==> src/inc/sfr_pkg.sv <==
// Package of the fault-response supervisor: states, timing, register map.
// Assumes a single 125 MHz clock and an APB master with 32-bit data.
`default_nettype none
package sfr_pkg;
    // ------------------------------------------------------------
    // Clock and timing
    // ------------------------------------------------------------
    localparam int unsigned CLK_HZ = 125000000;
    localparam int unsigned DELAY_LONG_MS = 10;
    localparam int unsigned DELAY_SHORT_MS = 2;
    localparam int unsigned DELAY_LONG_CYC = DELAY_LONG_MS * (CLK_HZ / 1000);
    localparam int unsigned DELAY_SHORT_CYC = DELAY_SHORT_MS * (CLK_HZ / 1000);
    // ------------------------------------------------------------
    // Register byte offsets
    // ------------------------------------------------------------
    localparam logic [7:0] OFS_CTRL = 8'h00;
    localparam logic [7:0] OFS_STAT = 8'h04;
    localparam logic [7:0] OFS_IRQ_STAT = 8'h08;
    localparam logic [7:0] OFS_IRQ_MASK = 8'h0c;
    // Control bits
    localparam int unsigned CTRL_OV_RST_EN = 0;
    localparam int unsigned CTRL_SHORT_DELAY = 1;
    localparam int unsigned CTRL_SOFT_RESET = 2;
    // Status bits
    localparam int unsigned STAT_OV_FLAG = 0;
    localparam int unsigned STAT_FAIL_OUT = 1;
    localparam int unsigned STAT_FAIL_CNT = 2;
    localparam int unsigned STAT_MODE_LSB = 4;
    // Interrupt bits
    localparam int unsigned IRQ_OV = 0;
    localparam int unsigned IRQ_WD_FAIL = 1;
    localparam int unsigned IRQ_RESTART = 2;
    localparam int unsigned IRQ_FAILSAFE = 3;
    localparam int unsigned IRQ_W = 4;
    // Reset values
    localparam logic [IRQ_W-1:0] IRQ_MASK_RST = 4'h0;

    typedef enum logic [1:0] {
        SFR_NORMAL,
        SFR_RESTART,
        SFR_FAILSAFE
    } sfr_mode_t;

    typedef struct packed {
        logic latched_config0_level;
        logic fail_count_config;
        logic fail_pin_is_fail_output;
    } sfr_hwcfg_t;

    typedef struct packed {
        logic watchdog_fail;
        logic watchdog_ok;
        logic overvoltage;
        logic wake;
    } sfr_event_t;
endpackage
`default_nettype wire

==> src/design/sfr_supervisor.sv <==
// Fault-response supervisor: watchdog failure and overvoltage handling.
// Assumes synchronous event pulses and an APB master on mclk.
// What this block does
// - Watchdog failure gives restart or fail-safe
// - Config 1/1: restart, fail output first
// - Config 0/1: fail-safe, fail output first
// - Config 1/0: restart, fail output second
// - Config 0/0: fail-safe, fail output second
// - Fail output only when pin configured
// - Overvoltage reset enable clears on resets
// - Enable low: overvoltage only sets flag and overvoltage interrupt
// - Enable high, config one: restart
// - Enable high, config zero: fail-safe
// - Fail-safe after overvoltage exits on wake
// - Restart entry clears overvoltage reset enable
// - Restart exit after long or short delay
// - Stay normal though overvoltage persists
// - Overvoltage flag held until software clears
// - Re-restart only if enable set again
//
// Implementation choices: the APB register port and the register addresses.
`default_nettype none
module sfr_supervisor #(
    parameter int unsigned DELAY_LONG = sfr_pkg::DELAY_LONG_CYC,
    parameter int unsigned DELAY_SHORT = sfr_pkg::DELAY_SHORT_CYC
) (
    input wire logic mclk,
    input wire logic resetn,
    input wire sfr_pkg::sfr_hwcfg_t hwcfg,
    input wire sfr_pkg::sfr_event_t events,
    input wire logic psel,
    input wire logic penable,
    input wire logic pwrite,
    input wire logic [7:0] paddr,
    input wire logic [31:0] pwdata,
    output logic [31:0] prdata,
    output logic pready,
    output logic pslverr,
    output logic fail_output_signal,
    output logic fail_or_general_pin_o,
    output logic fail_or_general_pin_oe,
    output sfr_pkg::sfr_mode_t mode,
    output logic irq
);
    localparam int CW = $clog2(DELAY_LONG + 1);

    // Refuse delays that the down-counter cannot time
    if (DELAY_SHORT < 1 || DELAY_LONG < DELAY_SHORT)
    begin : g_bad_delay
        $error("sfr_supervisor: bad delay parameters");
    end

    // ------------------------------------------------------------
    // Bus decode
    // ------------------------------------------------------------
    function automatic logic hit(input logic [7:0] a, input logic [7:0] ofs);
        hit = (a == ofs);
    endfunction

    logic wr;
    logic rd;
    logic known;
    assign wr = psel && penable && pwrite;
    assign rd = psel && penable && !pwrite;
    assign known = hit(paddr, sfr_pkg::OFS_CTRL) || hit(paddr, sfr_pkg::OFS_STAT)
        || hit(paddr, sfr_pkg::OFS_IRQ_STAT) || hit(paddr, sfr_pkg::OFS_IRQ_MASK);
    assign pready = 1'b1;
    assign pslverr = psel && penable && !known;

    // ------------------------------------------------------------
    // State
    // ------------------------------------------------------------
    sfr_pkg::sfr_mode_t next_mode;
    logic ov_reset_enable;
    logic next_ov_reset_enable;
    logic short_delay;
    logic next_short_delay;
    logic ov_flag;
    logic next_ov_flag;
    logic fail_cnt;
    logic next_fail_cnt;
    logic fail_act;
    logic next_fail_act;
    logic ov_caused;
    logic next_ov_caused;
    logic [CW-1:0] timer;
    logic [CW-1:0] next_timer;
    logic [sfr_pkg::IRQ_W-1:0] irq_stat;
    logic [sfr_pkg::IRQ_W-1:0] next_irq_stat;
    logic [sfr_pkg::IRQ_W-1:0] irq_mask;
    logic [sfr_pkg::IRQ_W-1:0] next_irq_mask;
    logic [31:0] next_prdata;
    logic soft_rst;
    logic wd_go;
    logic wd_fail_out;
    logic ov_go;
    logic [sfr_pkg::IRQ_W-1:0] ev;

    assign soft_rst = wr && hit(paddr, sfr_pkg::OFS_CTRL) && pwdata[sfr_pkg::CTRL_SOFT_RESET];

    always_comb
    begin
        next_mode = mode;
        next_ov_reset_enable = ov_reset_enable;
        next_short_delay = short_delay;
        next_fail_cnt = fail_cnt;
        next_fail_act = fail_act;
        next_ov_caused = ov_caused;
        next_timer = timer;
        next_ov_flag = ov_flag;
        next_irq_mask = irq_mask;
        ev = '0;
        wd_go = 1'b0;
        wd_fail_out = 1'b0;
        ov_go = 1'b0;
        // Software writes first so hardware events override them below
        if (wr && hit(paddr, sfr_pkg::OFS_CTRL))
        begin
            next_ov_reset_enable = pwdata[sfr_pkg::CTRL_OV_RST_EN];
            next_short_delay = pwdata[sfr_pkg::CTRL_SHORT_DELAY];
        end
        if (wr && hit(paddr, sfr_pkg::OFS_STAT) && pwdata[sfr_pkg::STAT_OV_FLAG])
            next_ov_flag = 1'b0;
        if (wr && hit(paddr, sfr_pkg::OFS_IRQ_MASK))
            next_irq_mask = pwdata[sfr_pkg::IRQ_W-1:0];
        if (events.watchdog_ok)
            next_fail_cnt = 1'b0;
        if (events.overvoltage)
        begin
            next_ov_flag = 1'b1;
            ev[sfr_pkg::IRQ_OV] = !ov_flag;
        end
        case (mode)
            sfr_pkg::SFR_NORMAL:
            begin
                if (events.watchdog_fail && !events.watchdog_ok)
                begin
                    ev[sfr_pkg::IRQ_WD_FAIL] = 1'b1;
                    // Count-one or latched config0 acts on first failure, else on second; fail output on first only with count one
                    wd_go = hwcfg.fail_count_config || fail_cnt || hwcfg.latched_config0_level;
                    wd_fail_out = hwcfg.fail_count_config || fail_cnt;
                    next_fail_cnt = !hwcfg.fail_count_config && !fail_cnt;
                end
                // Overvoltage acts only while enable is set; persisting OV is ignored
                ov_go = events.overvoltage && ov_reset_enable && !wd_go;
                if (wd_go || ov_go)
                begin
                    next_ov_caused = ov_go;
                    if (wd_fail_out || ov_go)
                        next_fail_act = 1'b1;
                    if (hwcfg.latched_config0_level)
                    begin
                        next_mode = sfr_pkg::SFR_RESTART;
                        next_ov_reset_enable = 1'b0;
                        ev[sfr_pkg::IRQ_RESTART] = 1'b1;
                        next_timer = (short_delay && ov_go && !hwcfg.fail_count_config)
                            ? CW'(DELAY_SHORT) : CW'(DELAY_LONG);
                    end
                    else
                    begin
                        next_mode = sfr_pkg::SFR_FAILSAFE;
                        ev[sfr_pkg::IRQ_FAILSAFE] = 1'b1;
                    end
                end
            end
            sfr_pkg::SFR_RESTART:
            begin
                next_ov_reset_enable = 1'b0;
                if (timer <= CW'(1))
                begin
                    next_mode = sfr_pkg::SFR_NORMAL;
                    next_timer = '0;
                end
                else
                    next_timer = timer - CW'(1);
            end
            sfr_pkg::SFR_FAILSAFE:
            begin
                if (events.wake)
                begin
                    next_mode = sfr_pkg::SFR_RESTART;
                    next_ov_reset_enable = 1'b0;
                    next_timer = CW'(DELAY_LONG);
                    ev[sfr_pkg::IRQ_RESTART] = 1'b1;
                end
            end
            default:
                next_mode = sfr_pkg::SFR_NORMAL;
        endcase
        if (soft_rst)
        begin
            next_ov_reset_enable = 1'b0;
            next_fail_cnt = 1'b0;
            next_mode = sfr_pkg::SFR_NORMAL;
            next_fail_act = 1'b0;
            next_ov_caused = 1'b0;
            next_timer = '0;
        end
        // Sticky bits: set wins over write-one-to-clear
        next_irq_stat = irq_stat;
        if (wr && hit(paddr, sfr_pkg::OFS_IRQ_STAT))
            next_irq_stat = irq_stat & ~pwdata[sfr_pkg::IRQ_W-1:0];
        next_irq_stat = next_irq_stat | ev;
        next_prdata = '0;
        if (psel && !penable && !pwrite)
        begin
            if (hit(paddr, sfr_pkg::OFS_CTRL))
                next_prdata = {30'h0, short_delay, ov_reset_enable};
            else if (hit(paddr, sfr_pkg::OFS_STAT))
                next_prdata = {26'h0, mode, 1'b0, fail_cnt, fail_act, ov_flag};
            else if (hit(paddr, sfr_pkg::OFS_IRQ_STAT))
                next_prdata = {28'h0, irq_stat};
            else if (hit(paddr, sfr_pkg::OFS_IRQ_MASK))
                next_prdata = {28'h0, irq_mask};
        end
        else if (rd)
            next_prdata = prdata;
    end

    always_ff @(posedge mclk or negedge resetn)
    begin
        if (!resetn)
        begin
            mode <= sfr_pkg::SFR_NORMAL;
            ov_reset_enable <= 1'b0;
            short_delay <= 1'b0;
            ov_flag <= 1'b0;
            fail_cnt <= 1'b0;
            fail_act <= 1'b0;
            ov_caused <= 1'b0;
            timer <= '0;
            irq_stat <= '0;
            irq_mask <= sfr_pkg::IRQ_MASK_RST;
            prdata <= '0;
        end
        else
        begin
            mode <= next_mode;
            ov_reset_enable <= next_ov_reset_enable;
            short_delay <= next_short_delay;
            ov_flag <= next_ov_flag;
            fail_cnt <= next_fail_cnt;
            fail_act <= next_fail_act;
            ov_caused <= next_ov_caused;
            timer <= next_timer;
            irq_stat <= next_irq_stat;
            irq_mask <= next_irq_mask;
            prdata <= next_prdata;
        end
    end

    // ------------------------------------------------------------
    // Outputs
    // ------------------------------------------------------------
    // Open drain, active low: drive low only while failure is active
    assign fail_output_signal = fail_act && hwcfg.fail_pin_is_fail_output;
    assign fail_or_general_pin_o = 1'b0;
    assign fail_or_general_pin_oe = fail_output_signal;
    assign irq = |(irq_stat & irq_mask);

    // ------------------------------------------------------------
    // Checks
    // ------------------------------------------------------------
    a_restart_clears_en: assert property (@(posedge mclk) disable iff (!resetn)
        (mode == sfr_pkg::SFR_RESTART) |-> !ov_reset_enable)
        else $error("enable set while in restart");
    a_ov_off_no_move: assert property (@(posedge mclk) disable iff (!resetn)
        (mode == sfr_pkg::SFR_NORMAL && events.overvoltage && !ov_reset_enable
         && !events.watchdog_fail && !soft_rst) |=> (mode == sfr_pkg::SFR_NORMAL) && ov_flag)
        else $error("overvoltage with enable low changed mode");
    a_ov_restart: assert property (@(posedge mclk) disable iff (!resetn)
        (mode == sfr_pkg::SFR_NORMAL && events.overvoltage && ov_reset_enable
         && hwcfg.latched_config0_level && !soft_rst)
        |=> (mode == sfr_pkg::SFR_RESTART) && ov_flag)
        else $error("overvoltage did not restart");
    a_ov_failsafe: assert property (@(posedge mclk) disable iff (!resetn)
        (mode == sfr_pkg::SFR_NORMAL && events.overvoltage && ov_reset_enable
         && !hwcfg.latched_config0_level && !soft_rst) |=> (mode == sfr_pkg::SFR_FAILSAFE))
        else $error("overvoltage did not enter fail-safe");
    a_failsafe_hold: assert property (@(posedge mclk) disable iff (!resetn)
        (mode == sfr_pkg::SFR_FAILSAFE && !events.wake && !soft_rst)
        |=> (mode == sfr_pkg::SFR_FAILSAFE))
        else $error("fail-safe left without wake");
    a_wd_first: assert property (@(posedge mclk) disable iff (!resetn)
        (mode == sfr_pkg::SFR_NORMAL && events.watchdog_fail && !events.watchdog_ok
         && hwcfg.fail_count_config && !soft_rst) |=> fail_act && (mode != sfr_pkg::SFR_NORMAL))
        else $error("first watchdog failure not acted on");
    a_wd_cfg3: assert property (@(posedge mclk) disable iff (!resetn)
        (mode == sfr_pkg::SFR_NORMAL && events.watchdog_fail && !events.watchdog_ok
         && !hwcfg.fail_count_config && hwcfg.latched_config0_level && !fail_cnt
         && !soft_rst && !fail_act) |=> (mode == sfr_pkg::SFR_RESTART) && !fail_act)
        else $error("config 3 first failure wrong");
    a_wd_cfg4: assert property (@(posedge mclk) disable iff (!resetn)
        (mode == sfr_pkg::SFR_NORMAL && events.watchdog_fail && !events.watchdog_ok
         && !hwcfg.fail_count_config && !hwcfg.latched_config0_level && !fail_cnt
         && !soft_rst && !(events.overvoltage && ov_reset_enable))
        |=> (mode == sfr_pkg::SFR_NORMAL) && fail_cnt)
        else $error("config 4 first failure wrong");
    a_flag_sticky: assert property (@(posedge mclk) disable iff (!resetn)
        ov_flag && !(wr && hit(paddr, sfr_pkg::OFS_STAT) && pwdata[sfr_pkg::STAT_OV_FLAG])
        |=> ov_flag)
        else $error("overvoltage flag lost");
    a_restart_exit: assert property (@(posedge mclk) disable iff (!resetn)
        (mode == sfr_pkg::SFR_RESTART && timer == CW'(1) && !soft_rst)
        |=> (mode == sfr_pkg::SFR_NORMAL))
        else $error("restart not left at end of delay");
    a_fail_pin: assert property (@(posedge mclk) disable iff (!resetn)
        fail_or_general_pin_oe |-> hwcfg.fail_pin_is_fail_output && fail_act)
        else $error("fail pin driven when not fail output");
    a_wd_cfg3_second: assert property (@(posedge mclk) disable iff (!resetn)
        (mode == sfr_pkg::SFR_NORMAL && events.watchdog_fail && !events.watchdog_ok
         && !hwcfg.fail_count_config && hwcfg.latched_config0_level && fail_cnt
         && !soft_rst) |=> (mode == sfr_pkg::SFR_RESTART) && fail_act && !fail_cnt)
        else $error("config 3 second failure wrong");
    a_wd_cfg4_second: assert property (@(posedge mclk) disable iff (!resetn)
        (mode == sfr_pkg::SFR_NORMAL && events.watchdog_fail && !events.watchdog_ok
         && !hwcfg.fail_count_config && !hwcfg.latched_config0_level && fail_cnt
         && !soft_rst) |=> (mode == sfr_pkg::SFR_FAILSAFE) && fail_act)
        else $error("config 4 second failure wrong");
    a_soft_rst_clr: assert property (@(posedge mclk) disable iff (!resetn)
        soft_rst |=> !ov_reset_enable && !fail_cnt && !fail_act
            && (mode == sfr_pkg::SFR_NORMAL))
        else $error("soft reset did not clear state");
    a_exit_clears_en: assert property (@(posedge mclk) disable iff (!resetn)
        (mode == sfr_pkg::SFR_NORMAL) && ($past(mode) == sfr_pkg::SFR_RESTART)
        |-> !ov_reset_enable)
        else $error("enable set on leaving restart");
    a_ov_needs_en: assert property (@(posedge mclk) disable iff (!resetn)
        (mode == sfr_pkg::SFR_NORMAL && !ov_reset_enable && !events.watchdog_fail)
        |=> (mode == sfr_pkg::SFR_NORMAL))
        else $error("restart without enable or watchdog failure");
    a_wd_ok_clears: assert property (@(posedge mclk) disable iff (!resetn)
        events.watchdog_ok |=> !fail_cnt)
        else $error("correct trigger left failure count");
    a_wake_restart: assert property (@(posedge mclk) disable iff (!resetn)
        (mode == sfr_pkg::SFR_FAILSAFE) && events.wake && !soft_rst
        |=> (mode == sfr_pkg::SFR_RESTART) && (timer == CW'(DELAY_LONG)) && !ov_reset_enable)
        else $error("wake did not leave fail-safe");
    a_ov_sets_flag: assert property (@(posedge mclk) disable iff (!resetn)
        events.overvoltage |=> ov_flag)
        else $error("overvoltage flag not set");
    a_flag_no_ov: assert property (@(posedge mclk) disable iff (!resetn)
        !ov_flag && !events.overvoltage |=> !ov_flag)
        else $error("overvoltage flag set without overvoltage");
    a_wd_long_delay: assert property (@(posedge mclk) disable iff (!resetn)
        (mode == sfr_pkg::SFR_RESTART) && ($past(mode) != sfr_pkg::SFR_RESTART)
        && (!ov_caused || $past(hwcfg.fail_count_config) || !$past(short_delay))
        |-> (timer == CW'(DELAY_LONG)))
        else $error("restart delay not long");
    a_ov_short_delay: assert property (@(posedge mclk) disable iff (!resetn)
        (mode == sfr_pkg::SFR_RESTART) && ($past(mode) == sfr_pkg::SFR_NORMAL) && ov_caused
        && !$past(hwcfg.fail_count_config) && $past(short_delay)
        |-> (timer == CW'(DELAY_SHORT)))
        else $error("overvoltage restart delay not short");
    a_restart_bound: assert property (@(posedge mclk) disable iff (!resetn)
        (mode == sfr_pkg::SFR_RESTART) |-> (timer != '0) && (timer <= CW'(DELAY_LONG)))
        else $error("restart timer out of range");
    a_fail_with_resp: assert property (@(posedge mclk) disable iff (!resetn)
        $rose(fail_act) |-> (mode != sfr_pkg::SFR_NORMAL))
        else $error("fail output raised without a failure response");
    a_fail_kept: assert property (@(posedge mclk) disable iff (!resetn)
        fail_act && !soft_rst |=> fail_act)
        else $error("fail output dropped without reset");

    // ------------------------------------------------------------
    // Checks of the register side
    // ------------------------------------------------------------
    a_irq_sticky: assert property (@(posedge mclk) disable iff (!resetn)
        !(wr && hit(paddr, sfr_pkg::OFS_IRQ_STAT))
        |=> ((irq_stat & $past(irq_stat)) == $past(irq_stat)))
        else $error("interrupt status bit lost");
    a_ov_irq: assert property (@(posedge mclk) disable iff (!resetn)
        events.overvoltage && !ov_flag |=> irq_stat[sfr_pkg::IRQ_OV])
        else $error("overvoltage interrupt not raised");
    a_prdata_idle: assert property (@(posedge mclk) disable iff (!resetn)
        !psel |=> (prdata == '0))
        else $error("read data not zero when idle");
    a_unmapped_zero: assert property (@(posedge mclk) disable iff (!resetn)
        psel && !penable && !known |=> (prdata == '0))
        else $error("unmapped read returned data");
endmodule // sfr_supervisor
`default_nettype wire

==> config.mk <==
export PLATFORM = sky130hd
export DESIGN_NAME = sfr_supervisor
export DESIGN_NICKNAME = d
export VERILOG_FILES = /design/src/inc/sfr_pkg.sv /design/src/design/sfr_supervisor.sv
export SDC_FILE = /design/constraint.sdc
export NUM_CORES = 1
export LEC_CHECK = 0
export ABC_AREA = 1
export ABC_CLOCK_PERIOD_IN_PS = 2100
export BUFFER_PORTS_ARGS = -buffer_cell sky130_fd_sc_hd__buf_4
export CAP_MARGIN = 20
export CORE_ASPECT_RATIO = 1.5
export CORE_MARGIN = 1.5
export CORE_UTILIZATION = 30
export CTS_CLUSTER_SIZE = 24
export DETAILED_ROUTE_END_ITERATION = 6
export GPL_ROUTABILITY_DRIVEN = 0
export PLACE_DENSITY_LB_ADDON = 0.08
export SYNTH_ARGS = -nofsm -noshare
export SYNTH_HDL_FRONTEND = slang
export SYNTH_SLANG_ARGS = --single-unit
==> constraint.sdc <==
create_clock -name mclk -period 2.1 [get_ports mclk]
set_input_delay 0.105 -clock mclk [delete_from_list [all_inputs] [get_ports mclk]]
set_output_delay 0.105 -clock mclk [all_outputs]
set_load 0.02 [all_outputs]
After elaboration in Yosys (flattened, before gate mapping). Index checks and enable logic that the tools add are counted.

Add/sub/neg operators: 1. Order comparisons: 1. Equality and inequality tests: 10. Multiplexer cells: 49. Bitwise logic cells: 4. Reductions and logical operators: 45.

Operators by type and width (count): 2-to-1 mux 21 bit (6); 2-to-1 mux 32 bit (2); case mux 21 bit (3 select lines) (1); 2-to-1 mux 1 bit (26); <= comparator 21 x 1 -> 1 bit (second input constant) (1); subtractor 21 x 1 -> 21 bit (second input constant) (1); logical AND 1 bit (19); == test 8 x 4 -> 1 bit (second input constant) (2); 2-to-1 mux 2 bit (6); 2-to-1 mux 4 bit (3); 2-to-1 mux 6 bit (2); inequality test 3 bit (second input constant) (4); bitwise AND 4 bit (2); == test 8 x 3 -> 1 bit (second input constant) (1); zero test 1 bit (8); zero test 8 bit (1); nonzero test 2 bit (4); logical OR 1 bit (7); case mux 2 bit (3 select lines) (1); AND reduction 3 bit (2); inverter 4 bit (1); OR 4 bit (1); AND reduction 4 bit (1); nonzero test 4 bit (1); 7 further kinds (7).

Register bits: 68. Bits of input ports: 52. Output and inout port bits: 40. Logic and storage cells: 120.

Depth between registers and ports, before layout. Gate-level depths: netlist (run 1).

Depth in word-level cells: 13. Mapped depth: 12. Depth with buffers taken out: 11.

Worst setup path after synthesis (run 1). No wires, ideal clock.

Kind: register to register. Start: register mode[0]. End: register timer[1]. Setup time: 127 ps. Arrival time: 1622 ps. Data required time: 1973 ps. Setup slack: 351 ps. Cell stages (with the launch flop): 11. Path buffers: 1. Period minus slack after synthesis: 1749 ps. Cell sequence: dfrtp_1 -> inv_1 -> ha_1 -> inv_1 -> nor2_1 -> nand2_4 -> nand2_4 -> nor2_8 -> buf_6 -> nand2_1 -> o21ai_0.

Word-level cells in the longest chain between the ends: 3. Elaborated cells on any way between the ends: 10. Classes of those cells: 5 x eq/ne; 2 x mux; 3 x reduce/logical.

Ends and longest elaborated chain: start: declaration (RTL line sfr_supervisor.sv:42) `output sfr_pkg::sfr_mode_t mode,`; start signal: assignment (RTL line sfr_supervisor.sv:224) `mode <= sfr_pkg::SFR_NORMAL;`; start signal: assignment (RTL line sfr_supervisor.sv:238) `mode <= next_mode;`; == test 2 bit, or another cell as far along (RTL line sfr_supervisor.sv:133) `case (mode)`; inequality test 3 bit (no source line), or another cell as far along; AND reduction 4 bit (no source line) / 2-to-1 mux 21 bit (equally long branches); end signal: assignment (RTL line sfr_supervisor.sv:245) `timer <= next_timer;`; end: declaration (RTL line sfr_supervisor.sv:86) `logic [CW-1:0] timer;`.

Several ways; a longest one is shown, not always the timed one. A chain may end at the register's enable or synchronous reset.

Final worst setup path (run 1).
Start: register timer[0]. End: register timer[18].

Word-level cells in the longest chain between the ends: 4. Elaborated cells on any way between the ends: 5. Classes of those cells: 1 x add/sub; 1 x order compare; 3 x mux.

Ends and longest elaborated chain: subtractor 21 x 1 -> 21 bit / <= comparator 21 x 1 -> 1 bit (equally long branches) (RTL line sfr_supervisor.sv:175, sfr_supervisor.sv:169); 2-to-1 mux 21 bit (*) (RTL line sfr_supervisor.sv:169) `if (timer <= CW'(1))`; case mux 21 bit (3 select lines) (*) (RTL line sfr_supervisor.sv:133); 2-to-1 mux 21 bit (*) (RTL line sfr_supervisor.sv:190) `if (soft_rst)`.

Every way passes the cells marked *; elsewhere a longest branch is shown, timed or not.

==> results of run 1 <==
## final cells by class
| type | instances | area, um2 | area share [%] |
|---|---|---|---|
| sequential | 42 | 1050 | 30.1 |
| inverter | 62 | 235 | 6.74 |
| timing repair buffer | 43 | 325 | 9.32 |
| tap | 115 | 144 | 4.12 |
| multi-input combinational | 322 | 1600 | 45.8 |
| clock buffer | 6 | 139 | 3.98 |
## layout by cell type (no fill, tap or decap), types with 4 or more instances in the layout
cell       Yosys  routed
ha_1           6       6
o211ai_1       5       5
buf_4         29      42
dfrtp_1       42      42
clkbuf_16      0       5
o21ai_0       35      35
nand3_1       24      24
inv_1         60      60
xor2_1         7       7
a21oi_1        8       8
nor2_1        53      53
nand2_1      116     116
conb_1         2      28
o21ai_1        4       4
nand4_1        5       5
## power groups by stage
stage                     Combinational [mW]  Clock (mW)  Sequential, mW
after detailed placement                2.27           0            1.22
after global routing                    2.59       0.833            1.22
after floorplan                         1.66           0            1.18
after CTS                               2.28       0.804            1.20
final                                   2.25       0.775            1.19
after global placement                  2.25           0            1.21
## state kept, by name, indices dropped and copies added, names as in the netlist
register / count
irq_stat: 4
mode: 2
short_delay: 1
fail_cnt: 1
ov_reset_enable: 1
irq_mask: 4
timer: 21
fail_act: 1
ov_flag: 1
prdata: 6
## layer usage
metal | up-vias | global-route usage [%]
met5 | - | 0
met4 | 0 | 6.17
met3 | 11 | 2.56
met2 | 57 | 31.5
met1 | 1260 | 16.3
li1 | 1386 | -
## stage by stage
stage                     hold slack (ns)  setup slack, ns  instance area (um2)
after global placement              0.150            0.277                 3340
after detailed placement            0.156            0.263                 3340
after CTS                          0.0523            0.248                 3490
after floorplan                    -0.191            0.351                 3120
final                              0.0548            0.265                 3490
after global routing               0.0686          0.00124                 3490
## worst max-delay path, cell delays in order, from the launching register on
cell and delay, ns:
dfrtp_1 0.40, inv_1 0.10, ha_1 0.19, nand2_1 0.16, nor2_1 0.28, nand3_1 0.20
inv_1 0.12, nand3_1 0.07, nand3_1 0.08, nand2_1 0.05, inv_1 0.05, a21oi_1 0.03
## logic make-up (layout without fill, tap and decap cells)
group / count (synthesis) / count (layout)
compound gates: 58 / 58
xor+xnor: 10 / 10
fa+ha+maj: 6 / 6
buf+inv: 93 / 111
flops: 42 / 42
other cells: 2 / 28
simple gates: 220 / 220
## how the worst min path moves through the flow
stage,cells after the start,slack [ns],end
2_1_floorplan,0,-0.19,fail_act
3_3_place_gp,1,0.15,irq_mask[0]
3_5_place_dp,1,0.16,irq_mask[0]
4_1_cts,3,0.05,ov_flag
5_1_grt,3,0.07,ov_flag
6_report,3,0.05,ov_flag
==> results.cfg, run 1 <==
[outcome]
status = finished, violations left
violations = design-rule violations

[setup_path]
r2r_cells = 11
cp-start-kind = register
critPathKind = reg -> reg
cp_max_fo = 4
required_ns = 2.28
r2r_end = timer[18]
critPathCapture = timer[18]
reg2reg_from = timer[0]
end_kind = register
cp.arrival_ns = 2.02
rrSetupSlack_ns = 0.27
cp-startpoint = timer[0]

[sta]
final_max_slew_viol_count = 0
setup_viol = 0
tns_ns = 0
slew_headroom_pct = 60.9
skew_ns = 0.00729
finalHoldViolCount = 0
rsz0062_at_grt = false
fmax_mhz = 545
min_period_over_period_pct = 87.4
tightest_slew_ns = 0.587
period_needed_ns = 1.83

[floorplanning]
start_util_pct = 31.0
core_area_um2 = 9740
num_rows = 44
dieWidth_um = 84.9
die-area_um2 = 10700
ioPinCount = 92
dieHeight_um = 126

[clock_network]
h-tree-depth = 2
clock_latency_ns = 0.29
cts_buffers = 5
cts_tree = done
cts.hold.buffers_added = 1
root_buffer = clkbuf_16
cts_setup_buffers = 0
post_cts_resized = 0
path_clk_slew_ns = 0.06
cts_sinks = 42
clock_path_buffers = 2

[synth]
yosys.area_share.simple_pct = 33.3
synthAdderAreaFrac_pct = 2.49
syn_area_per_cell_um2 = 7.01
synth_ff_type = dfrtp_1
ys.warnings.count = 0
synth_top_family_by_area = simple AND/OR/NAND/NOR gates
synth_xor_area_share_pct = 2.90
synth_area_leaders = dfrtp_1 35%, nand2_1 14%, inv_1 7.5%
synthMuxAreaShare_pct = 0
synth_edf_count = 0
synth_cell_types = 34
synth_top_cell_by_area = dfrtp_1
netlist_area_um2 = 3020
synth_compound_area_share_pct = 10.8
synth_top_area_share_pct = 34.8
ys_seq_area_share_pct = 34.8
synthArstFlopShare_pct = 100
synth.most_common_cell = nand2_1
synth_commonest_cells = 116 x nand2_1, 60 x inv_1, 53 x nor2_1, 42 x dfrtp_1, 35 x o21ai_0
synth_cells = 431
ys_seq_elements = 42

[routing]
wl_per_cell_um = 13.8
routed-wl-met3_um = 283
drtIter0Drc = 81
vias = 2714
drc = 8
vias_per_cell = 4.60
top_layer = met4
routedLengthMet1_um = 3120
drt-pass1-iter-count = 7
routed_wl_um = 8140
ant_nets = 0
wl_met2_um = 4560

[power_and_ir_drop]
clkPwrFrac_pct = 18.4
irDropWorstVdd_mv = 0.517
p_leak_nw = 1.85
p_per_area_nw_per_um2 = 1210
netSwitchingPower_mw = 1.99
combPwrFrac_pct = 53.3
p_total_mw = 4.22
p_seq_share_pct = 28.3
p_sw_share_pct = 47.2
p_int_mw = 2.23

[grt]
grt_usage_pct = 16.0
antenna_found_initial = 0
grt_max_degree = 43
grt_remaining_overflow = 0
grt_first_pass_wirelength_um = 13200
grt_pass1_vias = 2731

[hold_path]
hp-class = in -> reg
hp-start = events[1]

[layout]
diodes = 0
fin_util_pct = 35.8
fill_cells = 1088
fin_nets = 534
layout-drive-gt1-share_pct = 13.9
area_growth_pct = 15.6
final_cells = 590

[placement]
hpwl_um = 6360
port-buffer-count = 35
placed_cells = 583

[flow_run]
cap_violations = 0
No activity file was read; power rests on OpenSTA's default activity.
==> run 2: changes to the inputs <==
Settings changed: RECOVER_POWER set to 50.
==> run 2 against run 1 <==
Against the previous run: the run still ends with design-rule violations left; non-clock buffer count stayed put; first-iteration DRC count is 2.5% lower; cell area is 0.97% lower; total power hardly changed; sequential share of layout area is 0.29 points higher; via count stayed put; flip-flop and latch count stayed put; die area stayed put; core utilization is 0.35 points lower; combinational power hardly changed; largest power group unchanged.
==> results.cfg, run 2 (synthesized netlist as in run 1, its figures left out) <==
[flow_run]
cap_violations = 0

[clock_network]
post_cts_resized = 0
cts_setup_buffers = 0
root_buffer = clkbuf_16
cts_sinks = 42
cts_tree = done
h-tree-depth = 2
clock_path_buffers = 2
cts.hold.buffers_added = 1
path_clk_slew_ns = 0.06
cts_buffers = 5
clock_latency_ns = 0.29

[setup_path]
critPathKind = reg -> reg
path_cells = inv_1 > ha_1 > nand2_1 > nor2_1 > nand3_1 > inv_1 > nand3_1 > nand3_1 > nand2_1 > inv_1 > a21oi_1
cpMaxStageDelayCell = dfrtp_1
cp.arrival_ns = 2.02
required_ns = 2.28
cp_max_fo = 4
end_kind = register
cp-start-kind = register
critPathMaxStageDelay_ns = 0.40

[layout]
fill_cells = 1097
top_register = timer
top_regs = timer x21, prdata x6
final_common_cell = nand2_1
final_area_um2 = 3460
layout-drive-gt1-share_pct = 12.8
final_cell_mix = 116 x nand2_1, 60 x inv_1, 54 x nor2_1
largest_reg_flops = 21
diodes = 0
area_growth_pct = 14.5
final_cells = 590
fin_nets = 534

[sta]
finalHoldViolCount = 0
tightest_slew_ns = 1.14
min_period_over_period_pct = 87.4
period_needed_ns = 1.84
slew_headroom_pct = 24.0
setup_viol = 0
fmax_mhz = 545
tns_ns = 0
rsz0062_at_grt = false
skew_ns = 0.00724
final_max_slew_viol_count = 0

[floorplanning]
dieHeight_um = 126
dieWidth_um = 84.9
ioPinCount = 92
num_rows = 44
core_area_um2 = 9740
die-area_um2 = 10700
start_util_pct = 31.0

[power_and_ir_drop]
p_per_area_nw_per_um2 = 1220
irDropWorstVdd_mv = 0.517
p_leak_nw = 1.80

[placement]
hpwl_um = 6360
port-buffer-count = 35
placed_cells = 583
placed_area_um2 = 3340

[routing]
drc = 8
routed_wl_um = 8140
drtIter0Drc = 79
vias_per_cell = 4.60
wl_per_cell_um = 13.8
ant_nets = 0
drt-pass1-iter-count = 7
vias = 2714

[outcome]
violations = design-rule violations
status = finished, violations left

[grt]
grt_remaining_overflow = 0
grt_usage_pct = 16.0
grt_max_degree = 43
grt_first_pass_wirelength_um = 13200
grt_pass1_vias = 2731
antenna_found_initial = 0

[hold_path]
hp-class = in -> reg
==> run 2: cell count changes in the layout (fill, tap and decap cells not counted), sizes merged <==
cell / delta
buf: -5
clkbuf: +5
==> run 2: area by class of cell <==
type                            count  area [um2]  area share, %
Tap cell                          115         144           4.16
Inverter                           62         235           6.80
Multi-Input combinational cell    322        1580           45.7
Sequential cell                    42        1050           30.4
Timing Repair Buffer               43         308           8.90
Clock buffer                        6         139           4.02
==> run 2: worst paths after layout <==
| kind | from | slack, ns | depth (start not counted) | end |
|---|---|---|---|---|
| setup / recovery | timer[0] | 0.26 | 11 | timer[18] |
| hold / removal | events[1] | 0.05 | 3 | ov_flag |
| setup reg to reg | timer[0] | 0.26 | 11 | timer[18] |
| hold reg to reg | prdata[0] | 0.48 | 2 | prdata[0] |
| max in group asynchronous | resetn | 0.83 | 2 | mode[0] |
| min in group asynchronous | resetn | 0.57 | 2 | irq_mask[0] |
==> run 2: critical path: cells and delay by family (launching register included) <==
| kind | cells | cell delay [ns] |
|---|---|---|
| simple gates | 6 | 0.84 |
| flops | 1 | 0.40 |
| buf+inv | 3 | 0.27 |
| fa+ha+maj | 1 | 0.19 |
| compound gates | 1 | 0.03 |
==> run 2: through the flow <==
step	setup slack [ns]	power, mW	util, %	hold slack (ns)
2_1_floorplan	0.351	2.85	-	-0.191
3_3_place_gp	0.277	3.47	34.3	0.150
3_5_place_dp	0.263	3.48	34.3	0.156
4_1_cts	0.248	4.29	35.8	0.0523
5_1_grt	0.00124	4.65	35.5	0.0686
6_report	0.264	4.22	35.5	0.0549
==> run 2: power by group <==
part,switching (mW),internal [mW],total (mW)
Combinational,1.48,0.763,2.25
Clock,0.315,0.460,0.775
Sequential,0.190,1.00,1.19
==> run 2: layer usage <==
| metal | wire, um | vias up | track usage (%) |
|---|---|---|---|
| met2 | 4550 | 57 | 31.5 |
| met3 | 284 | 11 | 2.56 |
| met1 | 3130 | 1260 | 16.3 |
| li1 | - | 1386 | - |
| met4 | 170 | 0 | 6.17 |
| met5 | 0 | - | 0 |
==> run 3: changes to the inputs <==
Settings changed: ABC_AREA 1 to unset, ABC_CLOCK_PERIOD_IN_PS 2100 to unset.
==> run 3 against run 2 <==
Against the previous run: cell area is 17% higher; worst hold slack worse by 0.014 ns; register-to-register slack got worse by 0.59 ns; the run ends with negative setup slack left; global-route usage up 3.3 points; total power rose by 27%; highest routed layer unchanged; largest power group unchanged; clock power down 3.9%.
==> results.cfg, run 3 <==
[outcome]
status = finished, violations left
violations = negative setup slack

[synth]
synthAdderAreaFrac_pct = 2.63
synthMuxAreaShare_pct = 4.47
synthArstFlopShare_pct = 100
ys_seq_elements = 42
ys.warnings.count = 0
synth_top_area_share_pct = 36.8
synth_compound_area_share_pct = 20.2
syn_area_per_cell_um2 = 8.82
synth_edf_count = 0
synth_ff_type = dfrtp_1
synth_top_family_by_area = simple AND/OR/NAND/NOR gates
synth_xor_area_share_pct = 0
synth.most_common_cell = dfrtp_1
netlist_area_um2 = 2860
synth_area_leaders = dfrtp_1 37%, buf_4 7.6%, nand2_1 4.7%
synth_top_cell_by_area = dfrtp_1
synth_cell_types = 61
yosys.area_share.simple_pct = 24.4
synth_commonest_cells = 42 x dfrtp_1, 36 x nand2_1, 29 x buf_4, 15 x nor2_1, 13 x clkbuf_1
ys_seq_area_share_pct = 36.8
synth_cells = 324

[setup_path]
cp_max_fo = 2
path_cells = inv_2 > ha_4 > or4b_4 > or4_4 > or3_1 > or4_1 > mux2i_1
cp-startpoint = timer[1]
critPathKind = reg -> reg
critPathMaxStageDelay_ns = 0.47
end_kind = register
reg2reg_from = timer[1]
cp.arrival_ns = 2.64
cp-start-kind = register
required_ns = 2.31
cpMaxStageDelayCell = or4b_4

[routing]
vias = 2825
wl_per_cell_um = 17.5
routed_wl_um = 9400
vias_per_cell = 5.27
ant_nets = 0
drtIter0Drc = 70
drt-pass1-iter-count = 4
drc = 0

[layout]
fin_util_pct = 43.9
final_common_cell = buf_4
area_growth_pct = 42.2
layout-drive-gt1-share_pct = 38.2
top_regs = timer x21, prdata x6
largest_reg_flops = 21
final_cell_mix = 97 x buf_4, 41 x dfrtp_1, 35 x nand2_1
final_area_um2 = 4060
fin_nets = 482
top_register = timer
final_cells = 536
diodes = 0

[placement]
placed_area_um2 = 3620
port-buffer-count = 35
placed_cells = 521
hpwl_um = 7360

[grt]
grt_pass1_vias = 2849
grt_usage_pct = 19.3
antenna_found_initial = 0
grt_first_pass_wirelength_um = 14200
grt_remaining_overflow = 0
grt_max_degree = 43

[floorplanning]
dieHeight_um = 123
start_util_pct = 30.9
num_rows = 43
die-area_um2 = 10100
dieWidth_um = 82.7
core_area_um2 = 9250
ioPinCount = 92

[clock_network]
h-tree-depth = 2
cts_tree = done
root_buffer = clkbuf_16
clock_path_buffers = 2
cts_buffers = 5
path_clk_slew_ns = 0.06
cts_sinks = 42
clock_latency_ns = 0.29

[power_and_ir_drop]
p_int_mw = 3.12
clkPwrFrac_pct = 13.9
combPwrFrac_pct = 65.1
p_total_mw = 5.37
p_sw_share_pct = 42.0
p_seq_share_pct = 21.0
netSwitchingPower_mw = 2.26
p_leak_nw = 1.84
p_per_area_nw_per_um2 = 1320
irDropWorstVdd_mv = 0.779

[sta]
slew_headroom_pct = 26.0
final_max_slew_viol_count = 0
setup_viol = 13
setup_ws_ns = -0.324
fmax_mhz = 413
finalHoldViolCount = 0
rsz0062_at_grt = true
tightest_slew_ns = 1.11
min_period_over_period_pct = 115
period_needed_ns = 2.42
skew_ns = 0.00502

[hold_path]
hp-class = in -> reg
hp-start = events[1]

[flow_run]
cap_violations = 0
==> run 3: metal layers <==
metal,track usage (%),part of all wire (%)
met1,18.4,37
met2,38.6,57
met3,2.83,3.0
met4,8.33,3.1
met5,0,0
==> run 3: logic make-up after synthesis <==
kind of cell / Yosys count
other: 2
AND/OR/NAND/NOR: 129
AO/OA/AOI/OAI: 79
buffers and inverters: 54
multiplexers: 12
adder cells (fa/ha/maj): 6
flip-flops: 42
==> run 3: area by class of cell <==
class,count,area [um2]
clock buffers,5,125
repair buffers,112,888
multi-input cells,254,1810
fillers,959,5190
inverters,9,33.8
flip-flops and latches,42,1050
clock inverters,2,10.0
well taps,112,140
==> run 3: worst paths after layout <==
| check | end | slack, ns | depth (start not counted) |
|---|---|---|---|
| setup / recovery | timer[18] | -0.32 | 7 |
| hold / removal | ov_flag | 0.04 | 2 |
| setup reg to reg | timer[18] | -0.32 | 7 |
| hold reg to reg | prdata[1] | 0.47 | 2 |
| max in group asynchronous | mode[0] | 0.78 | 2 |
| min in group asynchronous | irq_mask[2] | 0.56 | 2 |
==> run 3: what timing repair did <==
action / 4_1_cts / 5_1_grt
cloned: 0 / 0
hold buffers: 2 / 0
buffers inserted: 1 / 7
endpoints found under the setup margin: 23 / 23
pin swaps: 8 / 32
hold endpoints to repair: 44 / 0
resized for setup: 27 / 29
==> run 3: critical path: cells and delay by family (launching register included) <==
kind / cells / cell delay, ns
simple gates: 4 / 1.63
flops: 1 / 0.38
fa+ha+maj: 1 / 0.13
mux: 1 / 0.13
buf+inv: 1 / 0.08
==> run 3: power by group through the flow <==
stage	clock (mW)	sequential, mW	combinational [mW]
2_1_floorplan	0	1.20	1.54
3_3_place_gp	0	1.13	2.94
3_5_place_dp	0	1.13	2.91
4_1_cts	0.781	1.12	3.19
5_1_grt	0.796	1.15	3.76
6_report	0.745	1.13	3.50
==> run 3: metrics by stage <==
stage | hold WS (ns) | setup WS, ns | TNS (ns)
after floorplan | -0.191 | -0.455 | -0.950
after global placement | 0.139 | -0.337 | -3.81
after detailed placement | 0.143 | -0.371 | -3.91
after CTS | 0.0364 | -0.339 | -4.11
after global routing | 0.0406 | -0.454 | -3.39
final | 0.0407 | -0.324 | -2.51
